$ cat src/sld_pkg.sv
// Constants shared by the supply level detector control block
package sld_pkg;
    // Register byte addresses
    localparam logic [3:0] CTRL_ADDR      = 4'h0;
    localparam logic [3:0] STAT_ADDR      = 4'h4;
    localparam logic [3:0] IRQ_STAT_ADDR  = 4'h8;
    localparam logic [3:0] IRQ_MASK_ADDR  = 4'hC;
    localparam int         ADDR_W         = 4;
    localparam int         DATA_W         = 8;
    // Control register fields
    localparam int         TRIM_LSB       = 0;
    localparam int         TRIM_W         = 3;
    localparam int         BAND_BIT       = 3;
    // Status register fields
    localparam int         ENABLE_BIT     = 0;
    localparam int         VALID_BIT      = 1;
    localparam int         BELOW_BIT      = 2;
    // Interrupt status bit and default routing in the interrupt manager
    localparam int         IRQ_LOW_BIT    = 0;
    localparam int         IRQ_ROUTE_BIT  = 2;
    localparam logic [7:0] ZERO_BYTE      = 8'h00;
    // Timing
    localparam int         CLK_HZ         = 25000000;
    localparam int         SETTLE_US      = 2000;
    localparam int         MIN_PULSE_US   = 875;
    localparam int         SETTLE_CYC     = SETTLE_US * (CLK_HZ / 1000000);
    localparam int         PULSE_CYC      = MIN_PULSE_US * (CLK_HZ / 1000000);
    localparam int         CNT_W          = 16;
    // Threshold step code: 0 is +19 %, 7 is -18 %; band adds a high bit
    localparam int         SEL_W          = 4;
endpackage

$ cat src/sld_ctrl.sv
// Supply level detector control, status and interrupt logic
`timescale 1ns/1ps
`default_nettype none
module sld_ctrl #(
    parameter int SETTLE_CYC = sld_pkg::SETTLE_CYC,
    parameter int PULSE_CYC  = sld_pkg::PULSE_CYC
) (
    input  wire logic                       clock,
    input  wire logic                       reset,
    input  wire logic [sld_pkg::ADDR_W-1:0] address,
    input  wire logic [sld_pkg::DATA_W-1:0] write_data,
    input  wire logic                       write_strobe,
    input  wire logic                       read_strobe,
    output logic      [sld_pkg::DATA_W-1:0] read_data,
    input  wire logic                       comparator_below,
    output logic                            detector_enable,
    output logic      [sld_pkg::SEL_W-1:0]  threshold_select,
    output logic                            low_supply_irq,
    output logic      [sld_pkg::DATA_W-1:0] irq_mid_priority_reg
);
    // Width of the assertion run counters
    localparam int RUN_W = sld_pkg::CNT_W;

    logic                      threshold_band_select_r;
    logic                      threshold_band_select_nxt;
    logic [sld_pkg::TRIM_W-1:0] threshold_trim_r;
    logic [sld_pkg::TRIM_W-1:0] threshold_trim_nxt;
    logic                      enable_r;
    logic                      enable_nxt;
    logic                      irq_status_r;
    logic                      irq_status_nxt;
    logic                      irq_mask_r;
    logic                      irq_mask_nxt;
    logic                      below_prev_r;
    logic                      below_prev_nxt;
    logic [sld_pkg::DATA_W-1:0] read_data_r;
    logic [sld_pkg::DATA_W-1:0] read_data_nxt;
    logic                      irq_r;
    logic                      irq_nxt;
    logic [sld_pkg::SEL_W-1:0]  select_r;
    logic [sld_pkg::SEL_W-1:0]  select_nxt;
    logic [sld_pkg::DATA_W-1:0] route_r;
    logic [sld_pkg::DATA_W-1:0] route_nxt;
    logic                      result_valid_flag;
    logic                      below_filtered;
    logic                      below_threshold_flag;
    logic                      rise_event;
    logic                      settle_done;
    logic [RUN_W-1:0]          on_run_r;
    logic [RUN_W-1:0]          on_run_nxt;
    logic [RUN_W-1:0]          below_run_r;
    logic [RUN_W-1:0]          below_run_nxt;
    logic [RUN_W-1:0]          above_run_r;
    logic [RUN_W-1:0]          above_run_nxt;

    // Valid only after settling, cleared as soon as enable drops
    sld_settle_timer #(
        .CNT_W  (sld_pkg::CNT_W),
        .CYCLES (SETTLE_CYC)
    ) u_settle (
        .clock  (clock),
        .reset  (reset),
        .enable (enable_r),
        .done   (settle_done)
    );
    // Timer clears one edge late, so gate it or valid outlives a disable
    assign result_valid_flag = settle_done & enable_r;

    // Short dips are filtered out before they reach the result bit
    sld_pulse_filter #(
        .CNT_W    (sld_pkg::CNT_W),
        .CYCLES   (PULSE_CYC)
    ) u_filter (
        .clock    (clock),
        .reset    (reset),
        .enable   (enable_r),
        .raw      (comparator_below),
        .filtered (below_filtered)
    );

    assign below_threshold_flag = below_filtered & enable_r;
    // Edge counted only once valid, so settling glitches raise nothing
    assign rise_event = below_threshold_flag & ~below_prev_r & result_valid_flag;

    always_comb begin
        threshold_band_select_nxt = threshold_band_select_r;
        threshold_trim_nxt        = threshold_trim_r;
        enable_nxt                = enable_r;
        irq_mask_nxt              = irq_mask_r;
        irq_status_nxt            = irq_status_r;
        read_data_nxt             = sld_pkg::ZERO_BYTE;
        if (write_strobe) begin
            unique case (address)
                sld_pkg::CTRL_ADDR: begin
                    threshold_band_select_nxt = write_data[sld_pkg::BAND_BIT];
                    threshold_trim_nxt = write_data[sld_pkg::TRIM_LSB +: sld_pkg::TRIM_W];
                end
                sld_pkg::STAT_ADDR: begin
                    enable_nxt = write_data[sld_pkg::ENABLE_BIT];
                end
                sld_pkg::IRQ_MASK_ADDR: begin
                    irq_mask_nxt = write_data[sld_pkg::IRQ_LOW_BIT];
                end
                default: begin
                end
            endcase
        end
        if (read_strobe) begin
            unique case (address)
                sld_pkg::CTRL_ADDR: begin
                    read_data_nxt[sld_pkg::BAND_BIT] = threshold_band_select_r;
                    read_data_nxt[sld_pkg::TRIM_LSB +: sld_pkg::TRIM_W] = threshold_trim_r;
                end
                sld_pkg::STAT_ADDR: begin
                    read_data_nxt[sld_pkg::ENABLE_BIT] = enable_r;
                    read_data_nxt[sld_pkg::VALID_BIT]  = result_valid_flag;
                    read_data_nxt[sld_pkg::BELOW_BIT]  = below_threshold_flag;
                end
                sld_pkg::IRQ_STAT_ADDR: begin
                    read_data_nxt[sld_pkg::IRQ_LOW_BIT] = irq_status_r;
                    irq_status_nxt = 1'b0;
                end
                sld_pkg::IRQ_MASK_ADDR: begin
                    read_data_nxt[sld_pkg::IRQ_LOW_BIT] = irq_mask_r;
                end
                default: begin
                end
            endcase
        end
        // Set wins over the read clear
        if (rise_event) begin
            irq_status_nxt = 1'b1;
        end
    end

    always_comb begin
        below_prev_nxt = below_threshold_flag;
        irq_nxt        = irq_status_nxt & irq_mask_nxt;
        select_nxt     = {threshold_band_select_nxt, threshold_trim_nxt};
        route_nxt      = sld_pkg::ZERO_BYTE;
        route_nxt[sld_pkg::IRQ_ROUTE_BIT] = irq_nxt;
    end

    always_ff @(posedge clock) begin
        if (reset) begin
            threshold_band_select_r <= 1'b0;
            threshold_trim_r        <= '0;
            enable_r                <= 1'b0;
            irq_status_r            <= 1'b0;
            irq_mask_r              <= 1'b0;
            below_prev_r            <= 1'b0;
            read_data_r             <= sld_pkg::ZERO_BYTE;
            irq_r                   <= 1'b0;
            select_r                <= '0;
            route_r                 <= sld_pkg::ZERO_BYTE;
        end else begin
            threshold_band_select_r <= threshold_band_select_nxt;
            threshold_trim_r        <= threshold_trim_nxt;
            enable_r                <= enable_nxt;
            irq_status_r            <= irq_status_nxt;
            irq_mask_r              <= irq_mask_nxt;
            below_prev_r            <= below_prev_nxt;
            read_data_r             <= read_data_nxt;
            irq_r                   <= irq_nxt;
            select_r                <= select_nxt;
            route_r                 <= route_nxt;
        end
    end

    assign read_data            = read_data_r;
    assign detector_enable      = enable_r;
    assign threshold_select     = select_r;
    assign low_supply_irq       = irq_r;
    assign irq_mid_priority_reg = route_r;

    // Assertion helpers: saturating run lengths, so long waits need no repetition
    always_comb begin
        on_run_nxt    = on_run_r;
        below_run_nxt = below_run_r;
        above_run_nxt = above_run_r;
        if (!enable_r) begin
            on_run_nxt = '0;
        end else if (on_run_r != '1) begin
            on_run_nxt = on_run_r + 1'b1;
        end
        if (!enable_r || !comparator_below) begin
            below_run_nxt = '0;
        end else if (below_run_r != '1) begin
            below_run_nxt = below_run_r + 1'b1;
        end
        if (!enable_r || comparator_below) begin
            above_run_nxt = '0;
        end else if (above_run_r != '1) begin
            above_run_nxt = above_run_r + 1'b1;
        end
    end

    always_ff @(posedge clock) begin
        if (reset) begin
            on_run_r    <= '0;
            below_run_r <= '0;
            above_run_r <= '0;
        end else begin
            on_run_r    <= on_run_nxt;
            below_run_r <= below_run_nxt;
            above_run_r <= above_run_nxt;
        end
    end
endmodule
`default_nettype wire

$ cat src/sld_pulse_filter.sv
// Qualifies the comparator result: a change must persist a minimum time
`timescale 1ns/1ps
`default_nettype none
module sld_pulse_filter #(
    parameter int CNT_W  = 16,
    parameter int CYCLES = 21875
) (
    input  wire logic clock,
    input  wire logic reset,
    input  wire logic enable,
    input  wire logic raw,
    output logic      filtered
);
    logic [CNT_W-1:0] count_r;
    logic [CNT_W-1:0] count_nxt;
    logic             level_r;
    logic             level_nxt;

    always_comb begin
        count_nxt = '0;
        level_nxt = level_r;
        if (!enable) begin
            level_nxt = 1'b0;
        end else if (raw != level_r) begin
            if (count_r == CNT_W'(CYCLES - 1)) begin
                level_nxt = raw;
            end else begin
                count_nxt = count_r + 1'b1;
            end
        end
    end

    always_ff @(posedge clock) begin
        if (reset) begin
            count_r <= '0;
            level_r <= 1'b0;
        end else begin
            count_r <= count_nxt;
            level_r <= level_nxt;
        end
    end

    assign filtered = level_r;
endmodule
`default_nettype wire

$ cat src/sld_settle_timer.sv
// Settling timer that raises valid a fixed time after enable
`timescale 1ns/1ps
`default_nettype none
module sld_settle_timer #(
    parameter int CNT_W  = 16,
    parameter int CYCLES = 50000
) (
    input  wire logic clock,
    input  wire logic reset,
    input  wire logic enable,
    output logic      done
);
    logic [CNT_W-1:0] count_r;
    logic [CNT_W-1:0] count_nxt;
    logic             done_r;
    logic             done_nxt;

    always_comb begin
        count_nxt = count_r;
        done_nxt  = done_r;
        if (!enable) begin
            count_nxt = '0;
            done_nxt  = 1'b0;
        end else if (!done_r) begin
            if (count_r == CNT_W'(CYCLES - 1)) begin
                done_nxt = 1'b1;
            end else begin
                count_nxt = count_r + 1'b1;
            end
        end
    end

    always_ff @(posedge clock) begin
        if (reset) begin
            count_r <= '0;
            done_r  <= 1'b0;
        end else begin
            count_r <= count_nxt;
            done_r  <= done_nxt;
        end
    end

    assign done = done_r;
endmodule
`default_nettype wire

$ cat config.mk
export PLATFORM = sky130hd
export DESIGN_NAME = sld_ctrl
export DESIGN_NICKNAME = d
export VERILOG_FILES = /design/src/sld_pkg.sv /design/src/sld_ctrl.sv /design/src/sld_pulse_filter.sv /design/src/sld_settle_timer.sv
export SDC_FILE = /design/constraint.sdc
export NUM_CORES = 1
export LEC_CHECK = 0
export BUFFER_PORTS_ARGS = -buffer_cell sky130_fd_sc_hd__buf_2
export CORE_MARGIN = 4
export CORE_UTILIZATION = 55
export CTS_CLUSTER_SIZE = 30
export DETAILED_ROUTE_END_ITERATION = 6
export GPL_TIMING_DRIVEN = 0
export HOLD_SLACK_MARGIN = 0.05
export PLACE_DENSITY = 0.79
export SKIP_CTS_REPAIR_TIMING = 1
export SYNTH_ARGS = -nofsm -noshare
export SYNTH_HDL_FRONTEND = slang
export SYNTH_SLANG_ARGS = --single-unit
$ cat constraint.sdc
create_clock -name clock -period 3.1 [get_ports clock]
set_input_delay 0.31 -clock clock [delete_from_list [all_inputs] [get_ports clock]]
set_output_delay 0.31 -clock clock [all_outputs]
set_load 0.01 [all_outputs]
==> results.txt <==
Status = finished clean
Final Util = 65.86%
Gr ovfl total = 0
Die X = 71.17 um
Vias in the first global route = 1,507
Worst-case clock buffer depth = 2
DRC viols = 0
Num CTS Buffers = 5
Sum Neg Setup Slack = 0 ps
Fin. max-slew vios = 0
Initial Util = 58.20%
Tmin final = 1696 ps
Most frequent cell after synthesis = dfxtp_1
Hold Worst Slack = 248.8 ps
Htree depth = 2
Port bufs = 22
Vias/cell = 5.239
Critical Path, Cell by Cell = ha_1, and2_1, nand3_1, or4_1, o21ai_0
Part of the cycle the worst path needs = 54.71%
Post-route ant nets = 0
Critical Path RT = 3330 ps
Hold WC Path Type = input port to flip-flop
First-pass GRT wire length = 6.706 mm
TritonRoute pass-1 iters = 4
Pin count of the biggest net entering global routing = 14
Via count = 1,708
# clock sinks = 47
CTS tree = built
DP HPWL = 2.863 mm
Yosys cell types = 41
Nets@finish = 297
Final Hold Vio Count = 0
Die H = 71.17 um
Max cap viols = 0
Worst-skew pair later-pin latency = 290 ps
Post-route design area = 2484 um2
Root buffer cell = clkbuf_8
VDD IR max = 0.0002778 V
Synth Flop Type = dfxtp_1
Die Footprint = 5064 um2
Final Worst Setup Slack = 1404 ps
CTS clk-pin slew, worst paths = 80 ps
#FFs+latches synth = 47
GRT Total Usage = 15.83%
Max Freq = 589.6 MHz
Ant diodes = 0
Number of synthesized flops with an enable pin = 0
Rows = 22
WL/cell = 11.83 um
Skew final = 6.620 ps
Post-Route WL = 3.856 mm
Cell taking the most area after synthesis = dfxtp_1
Area Growth Syn to Fin = 13.17%
Critical Path Source Type = flip-flop
Flop2flop setup slack = 1400 ps
Dpl ws = 1429 ps
Post-synthesis sequential area ratio = 42.87%
Crit path arrival time = 1920 ps
CP top delay family = simple AND/OR/NAND/NOR gates
Critical path peak fanout = 6
Synth area leaders = dfxtp_1 43%, xor2_1 6.8%, nor2_1 5.6%
Post-Syn Area per Cell = 9.221 um2
Critical path class = flip-flop to flip-flop
Final RePlAce weighted congestion = 0.8280
RSZ-0062 raised after global routing = no
Post-Syn Instances = 238
# setup viols final = 0
Worst path bufs/invs = 0
Core area = 3771 um2
Initial antenna violation count = 0
Ys async rst share = 0%
PwrDens = 399.1 nW/um2
Synth top cells by count = 47 x dfxtp_1, 33 x nor2_1, 17 x xor2_1
P_leak = 0.9699 nW
Top cell type's share of synthesized area = 42.87%
Post-DP Area = 2402 um2
DRT iter0 DRCs = 83
Share of cells above drive strength 1 = 18.71%
Endpoint type of the worst setup path = flip-flop
Synthesized area = 2195 um2
Synth Warn # = 0
I/O pins = 39
Critical-path top delay cell = or4_1
Max incr delay on CP = 510 ps
-- cells in the final DEF, fill, tap and decap left out, drive strengths merged, types with 7 or more instances in the layout --
master  netlist  routed
nand2        12      12
dfxtp        47      47
nor2         33      33
buf          16      38
mux2i         9       9
and4          7       7
nand3        15      15
nand4        12      12
o21ai         7       7
clkbuf        6      13
conb          1      11
xor2         17      17
a21oi         9       9
-- path summary, 6_finish.rpt --
check | startpoint | end | cells after the start
setup reg to reg | u_settle.count_r[0] | u_settle.count_r[10] | 5
hold reg to reg | u_filter.count_r[0] | u_filter.count_r[0] | 1
hold / removal | write_data[2] | threshold_select[2] | 3
setup / recovery | u_settle.count_r[0] | u_settle.count_r[10] | 5
-- worst register-to-register path: stages, from the launching register on --
cell and delay, ps:
dfxtp_1 410, ha_1 270, and2_1 170, nand3_1 200
or4_1 510, o21ai_0 80
-- report_power, final --
group          switching, mW  leakage (nW)  internal (mW)
clock network          0.187        0.0422          0.158
registers            0.00102         0.378          0.604
logic                 0.0203         0.549         0.0200
total                  0.209         0.970          0.783
-- cells by family after synthesis --
| kind of cell | Yosys count | synth area share [%] |
|---|---|---|
| compound gates | 21 | 5.872 |
| xor+xnor | 19 | 7.583 |
| fa+ha+maj | 3 | 1.711 |
| buf+inv | 24 | 6.670 |
| flops | 47 | 42.87 |
| mux | 10 | 5.131 |
| other cells | 1 | 0.1709 |
| simple gates | 113 | 29.99 |
-- metrics by stage --
stage	instances	power (mW)
finish	326	0.9913
floorplan	248	0.6473
global placement	318	0.6592
global route	326	1.030
CTS	326	1.006
detailed placement	318	0.6594
-- layer usage --
layer	global-route usage, %	part of all wire (%)
met3	3.977	3.6
met5	0	0
met2	26.02	47
met1	20.80	49
met4	3.758	0.78
-- area by class of cell --
class | instances | area (um2)
buffer | 22 | 138.9
multi-input combinational | 177 | 1145
timing repair buffer | 22 | 110.1
clock inverter | 1 | 5.005
tap | 48 | 60.06
fill | 328 | 1287
inverter | 2 | 7.507
clock buffer | 7 | 76.32
sequential | 47 | 940.9
No activity file was read; power rests on OpenSTA's default activity.
